<file path="src/dsbg_defines.vh">
// Constants for the disk sector buffer glue block.
// Assumes a single 100 MHz core clock; included by its bare name.
`ifndef DSBG_DEFINES_VH
`define DSBG_DEFINES_VH

// Core clock
`define DSBG_CLK_MHZ          100
`define DSBG_CLK_PERIOD_NS    10

// Wait-state counter clock, made as an enable from the core clock
`define DSBG_WAIT_CLK_MHZ     5
`define DSBG_WAIT_DIV         (`DSBG_CLK_MHZ / `DSBG_WAIT_CLK_MHZ)
`define DSBG_WAIT_DIV_W       5
`define DSBG_WAIT_CNT_W       3
`define DSBG_WAIT_READY_BIT   2

// Write precompensation delay taps
`define DSBG_TAP_EARLY_NS     10
`define DSBG_TAP_LATE_NS      20
`define DSBG_TAP_EARLY_CYC    ((`DSBG_TAP_EARLY_NS + `DSBG_CLK_PERIOD_NS - 1) / `DSBG_CLK_PERIOD_NS)
`define DSBG_TAP_LATE_CYC     ((`DSBG_TAP_LATE_NS + `DSBG_CLK_PERIOD_NS - 1) / `DSBG_CLK_PERIOD_NS)

// Host address decode on address lines 8..4
`define DSBG_DEC_W            5
`define DSBG_CTRL_BASE        5'h00
`define DSBG_PORT_BASE        5'h01
`define DSBG_LOW_BIT_PORT     1'h0
`define DSBG_LOW_BIT_DATA     1'h1

// Control port latch bits
`define DSBG_CP_W             8
`define DSBG_CP_RESET         8'h00
`define DSBG_CP_HEAD_LSB      0
`define DSBG_CP_HEAD_W        3
`define DSBG_CP_CLKSRC        3
`define DSBG_CP_XFER_DONE     4
`define DSBG_CP_CNT_RESET     5
`define DSBG_CP_SPARE_LSB     6

// Buffer geometry
`define DSBG_BYTE_W           9
`define DSBG_BYTE_MAX         9'h1FF
`define DSBG_SECT_W_8K        4
`define DSBG_SECT_W_2K        2

`endif

</file>
<file path="src/dsbg_glue.v">
// Disk sector buffer glue: host decode, control port, buffer counters,
// wait states, write precompensation select and read clock divider.
// Assumes all inputs are synchronous to CORE_CLK and the buffer RAM
// and disk controller chip sit outside this module.
`include "dsbg_defines.vh"

module dsbg_glue #(
    parameter BUF_IS_8K = 1
) (
    // Clock and reset
    input  wire        CORE_CLK,
    input  wire        ARST_N,
    // Host expansion bus
    input  wire [8:0]  HOST_ADDR,
    input  wire        HOST_ALE,
    input  wire        HOST_IO_READ_CMD_N,
    input  wire        HOST_IO_WRITE_CMD_N,
    input  wire        HOST_DATA_EN,
    input  wire        HOST_LATCH_DATA,
    output reg         IO_READY_LINE,
    output reg         HOST_IRQ_TWO_N,
    // Data transceiver control
    output reg         XCVR_TO_HOST,
    output reg         LOCAL_BUS_ENABLE_N,
    // Disk controller chip
    output reg         DISK_CTRL_SELECT_N,
    output reg  [2:0]  CTRL_REG_SEL,
    output reg         CTRL_READ_STROBE_N,
    output reg         CTRL_WRITE_STROBE_N,
    input  wire        CTRL_IRQ,
    input  wire        CTRL_BUFFER_SELECT_N,
    input  wire        CTRL_BUF_READ_N,
    input  wire        CTRL_BUF_WRITE_N,
    input  wire        CTRL_COUNT_RESET_N,
    input  wire        CTRL_DATA_REQ,
    // Control port outputs
    output reg  [2:0]  HEAD_SELECT,
    output reg         SECTOR_CLOCK_SOURCE,
    output reg         TRANSFER_DONE_FLAG,
    output reg         HOST_COUNTER_RESET,
    output reg  [1:0]  SPARE_CONTROL,
    // Buffer RAM
    output reg         BUFFER_RAM_SELECT_N,
    output reg         RAM_READ_N,
    output reg         RAM_WRITE_N,
    output reg  [12:0] RAM_ADDR,
    // Write path and read clock
    input  wire        WRITE_DATA,
    input  wire        REDUCED_WRITE_CURRENT,
    input  wire        EARLY,
    input  wire        LATE,
    output reg         PRECOMP_WRITE_DATA,
    input  wire        SEPARATOR_OSCILLATOR,
    output reg         READ_CLOCK
);

    localparam SECT_W = BUF_IS_8K ? `DSBG_SECT_W_8K : `DSBG_SECT_W_2K;
    localparam ADDR_W = `DSBG_BYTE_W + SECT_W;
    localparam TAP_LEN = `DSBG_TAP_LATE_CYC;

    // Latched host address, control port, counters, edge-detect and delay-line registers
    reg  [8:0]                addr_reg;
    reg  [7:0]                port_reg;
    reg                       latch_clk_reg;
    reg  [`DSBG_WAIT_DIV_W-1:0] div_reg;
    reg  [`DSBG_WAIT_CNT_W-1:0] wait_reg;
    reg  [`DSBG_BYTE_W-1:0]   byte_reg;
    reg  [SECT_W-1:0]         sect_reg;
    reg                       byte_clk_reg;
    reg                       req_reg;
    reg                       osc_reg;
    reg  [TAP_LEN:0]          tap_reg;

    wire [`DSBG_DEC_W-1:0]    dec_field;
    wire                      addr_stable;
    wire                      host_rd;
    wire                      host_wr;
    wire                      host_act;
    wire                      ctrl_hit;
    wire                      port_hit;
    wire                      data_hit;
    wire                      ctrl_owns;
    wire                      host_ram;
    wire                      ram_rd;
    wire                      ram_wr;
    wire                      byte_clk;
    wire                      byte_rst;
    wire                      sect_rst;
    wire                      byte_adv;
    wire                      wrap_tick;
    wire                      req_tick;
    wire                      sect_adv;
    wire                      wait_tick;
    wire                      wait_on;
    wire                      latch_clk;
    wire                      early_d;
    wire                      norm_d;
    wire                      late_d;

    // Address only trusted once the latch strobe has dropped
    assign addr_stable = ~HOST_ALE;
    assign dec_field   = addr_reg[8:4];
    assign host_rd     = ~HOST_IO_READ_CMD_N;
    assign host_wr     = ~HOST_IO_WRITE_CMD_N;
    assign host_act    = addr_stable & (host_rd | host_wr);
    assign ctrl_hit    = host_act &
                         (dec_field == `DSBG_CTRL_BASE);
    assign port_hit    = host_act & (dec_field == `DSBG_PORT_BASE) &
                         (addr_reg[0] == `DSBG_LOW_BIT_PORT);
    assign data_hit    = host_act & (dec_field == `DSBG_PORT_BASE) &
                         (addr_reg[0] == `DSBG_LOW_BIT_DATA);

    // Controller owns the buffer while its buffer select is low
    assign ctrl_owns = ~CTRL_BUFFER_SELECT_N;
    assign host_ram  = data_hit & ~ctrl_owns;
    assign ram_rd    = ctrl_owns ? ~CTRL_BUF_READ_N :
                       (host_ram & host_rd);
    assign ram_wr    = ctrl_owns ? ~CTRL_BUF_WRITE_N :
                       (host_ram & host_wr);
    assign byte_clk  = ram_rd | ram_wr;

    // Counter advances as the strobe ends, so the access sees a
    // stable address for its full length
    assign byte_adv  = byte_clk_reg & ~byte_clk;
    assign byte_rst  = port_reg[`DSBG_CP_CNT_RESET] |
                       ~CTRL_COUNT_RESET_N;
    assign sect_rst  = port_reg[`DSBG_CP_CNT_RESET];
    assign wrap_tick = byte_adv &
                       (byte_reg == `DSBG_BYTE_MAX);
    assign req_tick  = CTRL_DATA_REQ & ~req_reg;
    assign sect_adv  = port_reg[`DSBG_CP_CLKSRC] ?
                       req_tick : wrap_tick;

    // Wait states only for accesses that reach the controller or RAM
    assign wait_on   = ctrl_hit | host_ram;
    assign wait_tick = (div_reg == `DSBG_WAIT_DIV - 1);
    assign latch_clk = port_hit & host_wr;

    // Precompensation taps
    assign early_d = tap_reg[0];
    assign norm_d  = tap_reg[`DSBG_TAP_EARLY_CYC];
    assign late_d  = tap_reg[`DSBG_TAP_LATE_CYC];

    // Address latch, transparent while the strobe is high
    always @(posedge CORE_CLK or negedge ARST_N) begin
        if (!ARST_N) begin
            addr_reg <= 9'h000;
        end else if (HOST_ALE) begin
            addr_reg <= HOST_ADDR;
        end
    end

    // Addressable control port
    always @(posedge CORE_CLK or negedge ARST_N) begin
        if (!ARST_N) begin
            port_reg      <= `DSBG_CP_RESET;
            latch_clk_reg <= 1'b0;
        end else begin
            latch_clk_reg <= latch_clk;
            if (latch_clk & ~latch_clk_reg) begin
                port_reg[addr_reg[3:1]] <= HOST_LATCH_DATA;
            end
        end
    end

    // 5 MHz enable and wait-state counter
    always @(posedge CORE_CLK or negedge ARST_N) begin
        if (!ARST_N) begin
            div_reg  <= {`DSBG_WAIT_DIV_W{1'b0}};
            wait_reg <= {`DSBG_WAIT_CNT_W{1'b0}};
        end else begin
            if (wait_tick) begin
                div_reg <= {`DSBG_WAIT_DIV_W{1'b0}};
            end else begin
                div_reg <= div_reg + 1'b1;
            end
            if (!wait_on) begin
                wait_reg <= {`DSBG_WAIT_CNT_W{1'b0}};
            end else if (wait_tick &&
                         !wait_reg[`DSBG_WAIT_READY_BIT]) begin
                wait_reg <= wait_reg + 1'b1;
            end
        end
    end

    // Sequential buffer address counters
    always @(posedge CORE_CLK or negedge ARST_N) begin
        if (!ARST_N) begin
            byte_reg     <= {`DSBG_BYTE_W{1'b0}};
            sect_reg     <= {SECT_W{1'b0}};
            byte_clk_reg <= 1'b0;
            req_reg      <= 1'b0;
        end else begin
            byte_clk_reg <= byte_clk;
            req_reg      <= CTRL_DATA_REQ;
            if (byte_rst) begin
                byte_reg <= {`DSBG_BYTE_W{1'b0}};
            end else if (byte_adv) begin
                byte_reg <= byte_reg + 1'b1;
            end
            if (sect_rst) begin
                sect_reg <= {SECT_W{1'b0}};
            end else if (sect_adv) begin
                sect_reg <= sect_reg + 1'b1;
            end
        end
    end

    // Write data delay line and read clock divider
    always @(posedge CORE_CLK or negedge ARST_N) begin
        if (!ARST_N) begin
            tap_reg    <= {(TAP_LEN+1){1'b0}};
            osc_reg    <= 1'b0;
            READ_CLOCK <= 1'b0;
        end else begin
            tap_reg <= {tap_reg[TAP_LEN-1:0], WRITE_DATA};
            osc_reg <= SEPARATOR_OSCILLATOR;
            if (SEPARATOR_OSCILLATOR & ~osc_reg) begin
                READ_CLOCK <= ~READ_CLOCK;
            end
        end
    end

    // Registered outputs
    always @(posedge CORE_CLK or negedge ARST_N) begin
        if (!ARST_N) begin
            IO_READY_LINE       <= 1'b1;
            HOST_IRQ_TWO_N      <= 1'b1;
            XCVR_TO_HOST        <= 1'b0;
            LOCAL_BUS_ENABLE_N  <= 1'b1;
            DISK_CTRL_SELECT_N  <= 1'b1;
            CTRL_REG_SEL        <= 3'h0;
            CTRL_READ_STROBE_N  <= 1'b1;
            CTRL_WRITE_STROBE_N <= 1'b1;
            HEAD_SELECT         <= 3'h0;
            SECTOR_CLOCK_SOURCE <= 1'b0;
            TRANSFER_DONE_FLAG  <= 1'b0;
            HOST_COUNTER_RESET  <= 1'b0;
            SPARE_CONTROL       <= 2'h0;
            BUFFER_RAM_SELECT_N <= 1'b1;
            RAM_READ_N          <= 1'b1;
            RAM_WRITE_N         <= 1'b1;
            RAM_ADDR            <= 13'h0000;
            PRECOMP_WRITE_DATA  <= 1'b0;
        end else begin
            IO_READY_LINE  <= ~wait_on |
                              wait_reg[`DSBG_WAIT_READY_BIT];
            HOST_IRQ_TWO_N <= ~CTRL_IRQ;
            XCVR_TO_HOST   <= host_rd;
            LOCAL_BUS_ENABLE_N <= ~(ctrl_hit | port_hit |
                                    host_ram);
            DISK_CTRL_SELECT_N  <= ~ctrl_hit;
            CTRL_REG_SEL        <= addr_reg[3:1];
            // Read held back until data enable, for register setup
            CTRL_READ_STROBE_N  <= ~(ctrl_hit & host_rd &
                                     HOST_DATA_EN);
            CTRL_WRITE_STROBE_N <= ~(ctrl_hit & host_wr);
            HEAD_SELECT <=
                port_reg[`DSBG_CP_HEAD_LSB +: `DSBG_CP_HEAD_W];
            SECTOR_CLOCK_SOURCE <= port_reg[`DSBG_CP_CLKSRC];
            TRANSFER_DONE_FLAG  <= port_reg[`DSBG_CP_XFER_DONE];
            HOST_COUNTER_RESET  <= port_reg[`DSBG_CP_CNT_RESET];
            SPARE_CONTROL       <= port_reg[`DSBG_CP_SPARE_LSB +: 2];
            BUFFER_RAM_SELECT_N <= ~(ctrl_owns | host_ram);
            RAM_READ_N          <= ~ram_rd;
            RAM_WRITE_N         <= ~ram_wr;
            // Only the counters form the address
            RAM_ADDR <= {{(13-ADDR_W){1'b0}}, sect_reg, byte_reg};
            if (!REDUCED_WRITE_CURRENT) begin
                PRECOMP_WRITE_DATA <= norm_d;
            end else if (EARLY) begin
                PRECOMP_WRITE_DATA <= early_d;
            end else if (LATE) begin
                PRECOMP_WRITE_DATA <= late_d;
            end else begin
                PRECOMP_WRITE_DATA <= norm_d;
            end
        end
    end

endmodule

</file>
<file path="config.mk">
export PLATFORM = sky130hd
export DESIGN_NAME = dsbg_glue
export DESIGN_NICKNAME = d
export VERILOG_FILES = /design/src/dsbg_glue.v
export VERILOG_INCLUDE_DIRS = /design/src
export SDC_FILE = /design/constraint.sdc
export NUM_CORES = 1
export LEC_CHECK = 0
export ABC_AREA = 0
export BUFFER_PORTS_ARGS = -buffer_cell sky130_fd_sc_hd__buf_2
export CORE_ASPECT_RATIO = 0.8
export CORE_MARGIN = 4
export CORE_UTILIZATION = 49
export CTS_CLUSTER_DIAMETER = 60
export DETAILED_ROUTE_END_ITERATION = 6
export GPL_ROUTABILITY_DRIVEN = 0
export GPL_TIMING_DRIVEN = 0
export PLACE_DENSITY = 0.86
export SLEW_MARGIN = 15
export SYNTH_ARGS = -nofsm -noshare
export SYNTH_HDL_FRONTEND = slang
export SYNTH_SLANG_ARGS = --single-unit
</file>
<file path="constraint.sdc">
create_clock -name CORE_CLK -period 1.9 [get_ports CORE_CLK]
set_input_delay 0.19 -clock CORE_CLK [delete_from_list [all_inputs] [get_ports CORE_CLK]]
set_output_delay 0.19 -clock CORE_CLK [all_outputs]
set_load 0.02 [all_outputs]
</file>
==> impl_metrics.toml <==
[critical_path]
slowest_stage = "or4_4"
cp_max_fo = 2
worstSetupPathType = "reg2reg"
crit_chain = "or4_4, or4_4, a31oi_4, mux2_4"
worstSetupStartpointType = "register"
worstReg2RegStart = "addr_reg[5]"
crit_required_ps = 2130
r2r_cells = 4
r2r_slack_ps = -130
crit_arrival_ps = 2260
r2r-end = "sect_reg[0]"
crit_top_cell = "or4_4"
end_kind = "register"
crit_path_max_incr_delay_ps = 540

[detailed_routing]
wl_per_cell_um = 15.5
vias = 2285
drt_wl_total_um = 6620
drc = 0
viasPerCell = 5.36
first_pass_iters = 4
first_iter_violations = 72
ant_nets = 0

[power_and_ir_drop]
ir_drop_uv = 719
powerDensity_nw_per_um2 = 856
p_leak_uw = 0.00195

[timing]
final.period_utilization_pct = 107
final.setup.worst_slack_ps = -131
hold_ws_ps = 64.3
final_hold_viol_count = 0
fmax_mhz = 492
worst_pin_slew_ps = 522
fin_crit_ps = 2030
maxSlewHeadroom_pct = 65.2
drv_slew = 0
skew_ps = 10.4
setup_viol = 4
grt_setup_unrepaired = "true"
setup_tns_ps = -281

[hold_path]
holdCritStartpoint = "HOST_ADDR[1]"
hold_depth = 3
hold_class = "in2reg"
hold_end = "addr_reg[1]"

[placed_design]
dp_hpwl_um = 4370
dp.cells = 386
preCtsSetupSlack_ps = -254
portBuffers = 61

[floorplan]
die_y_um = 79.7
coreArea_um2 = 6070
start_util_pct = 51.9
io-pin-count = 63
die-area_um2 = 7790
rows = 25
die_w_um = 97.7

[global_route]
grt_remaining_overflow = 0
grtUsageTotal_pct = 18.3
grt_max_degree = 48
grt_pass1_wl_um = 11000
grt_pass1_vias = 2280
antenna_found_initial = 0

[flow_run]
cap_violations = 0

[synthesis]
synth_seq_area_share_pct = 64.7
syn_area_per_cell_um2 = 13.0
yosysWarnings = 0
synth_edf_count = 0
yosysUniqueCellTypes = 45
synthCells = 243
synthesis.area_um2 = 3150
ys_ff_latch = 81
synth-main-ff-cell = "dfrtp_1"
async_flop_share_pct = 100
syn_nets = 275

[clocking]
clk_pin_slew_worst_paths_ps = 80
clk_path_buf_depth = 2
cts_sinks = 81
cts_tree = "yes"
h-tree-depth = 3
cts_inserted_buffers = 9
worstSkewPairLatency_ps = 350
ctsRootBufferMaster = "clkbuf_8"

[finish]
final_common_cell = "dfrtp_1"
num_antenna_cells = 0
synthToLayoutAreaGrowth_pct = 29.7
fin_cells = 426
final_util_pct = 67.4
most-common-layout-cells = "dfrtp_1, buf_2, buf_4"
largest_reg_flops = 13
final_nets = 372
drive_gt1_share_pct = 42.6

[run_status]
violations = "setup timing"
status = "complete, but fails checks"
-- report_power, final --
| group | leakage, µW | switching, µW | internal, µW | total [µW] |
|---|---|---|---|---|
| sequential | 0.00103 | 65.3 | 1810 | 1880 |
| clock | 0.000109 | 588 | 674 | 1260 |
| combinational | 0.000807 | 211 | 150 | 361 |
| total | 0.00195 | 865 | 2640 | 3500 |
-- worst max-delay path, delay by kind of cell (launching register included) --
kind / cells / cell delay [ps]
and+or+nand+nor: 2 / 1000
AOI/OAI and AO/OA: 1 / 210
muxes: 1 / 320
DFF: 1 / 390
-- cell usage after synthesis, types with 2 or more instances --
| cell | n | area share (%) |
|---|---|---|
| or4_1 | 2 | 0.48 |
| or4_4 | 2 | 0.71 |
| nor4_1 | 3 | 0.60 |
| a22o_1 | 2 | 0.56 |
| and2_1 | 2 | 0.40 |
| mux2i_1 | 4 | 1.3 |
| o41ai_1 | 2 | 0.56 |
| inv_1 | 6 | 0.71 |
| nand2_1 | 15 | 1.8 |
| nor3_1 | 7 | 1.1 |
| a31oi_1 | 2 | 0.40 |
| or3_1 | 4 | 0.79 |
| clkbuf_1 | 3 | 0.36 |
| nor2_1 | 12 | 1.4 |
| a21oi_1 | 7 | 1.1 |
| ha_1 | 5 | 2.0 |
| and4_1 | 2 | 0.56 |
| nor4b_1 | 2 | 0.56 |
| or2_2 | 2 | 0.40 |
| nor2b_1 | 7 | 1.4 |
| nand3_1 | 11 | 1.7 |
| mux2_2 | 18 | 6.4 |
| dfrtp_1 | 72 | 57 |
| o21ai_0 | 10 | 1.6 |
| xnor2_1 | 4 | 1.1 |
| o31ai_1 | 2 | 0.48 |
| nand4_1 | 3 | 0.60 |
| nand2b_1 | 7 | 1.4 |
| dfstp_2 | 9 | 7.5 |
-- cells by family after synthesis --
| family | count (synthesis) | share of synthesized area, % |
|---|---|---|
| multiplexers | 23 | 8.06 |
| buffers and inverters | 11 | 1.35 |
| XOR/XNOR | 4 | 1.11 |
| flip-flops | 81 | 64.7 |
| AO/OA/AOI/OAI | 32 | 6.91 |
| AND/OR/NAND/NOR | 87 | 15.9 |
| adder cells (fa/ha/maj) | 5 | 1.98 |
-- cell type report --
cell class | count | area [µm²]
plain buffers | 5 | 22.5
clock buffers | 11 | 151
clock inverters | 5 | 53.8
fillers | 466 | 1980
inverters | 6 | 22.5
multi-input cells | 151 | 1170
flip-flops and latches | 81 | 2040
well taps | 81 | 101
repair buffers | 86 | 531
-- worst max path at each step --
stage / start / endpoint / slack, ps / depth (start not counted)
floorplan: addr_reg[5] / sect_reg[0] / -80 / 4
global placement: addr_reg[8] / port_reg[0] / -200 / 4
detailed placement: addr_reg[8] / port_reg[0] / -250 / 4
CTS: addr_reg[5] / sect_reg[0] / -120 / 4
global route: addr_reg[5] / sect_reg[1] / -150 / 5
finish: addr_reg[5] / sect_reg[0] / -130 / 4
-- per-layer routing --
metal / GRT usage (%) / part of all wire (%) / vias to the layer above / wire, µm
met2: 29.0 / 49 / 76 / 3240
met3: 7.34 / 6.9 / 10 / 456
met1: 23.3 / 43 / 1132 / 2820
met5: 0 / 0 / - / 0
met4: 5.67 / 1.5 / 0 / 99
li1: - / - / 1067 / -
-- timing repair --
item                                   4_1_cts  5_1_grt
setup endpoints to repair                   18       23
endpoints found under the hold margin       31        0
pin swaps                                    4        3
hold buffers                                 6        0
buffers inserted                            14        4
resized for setup                           10       13
-- through the flow --
step / power, µW / instance area (µm²)
after floorplan: 2070 / 3150
after global placement: 2210 / 3560
after detailed placement: 2230 / 3590
after CTS: 3520 / 3990
after global routing: 3680 / 4090
final: 3500 / 4090
Note: power is estimated with default switching activity, not from simulation.
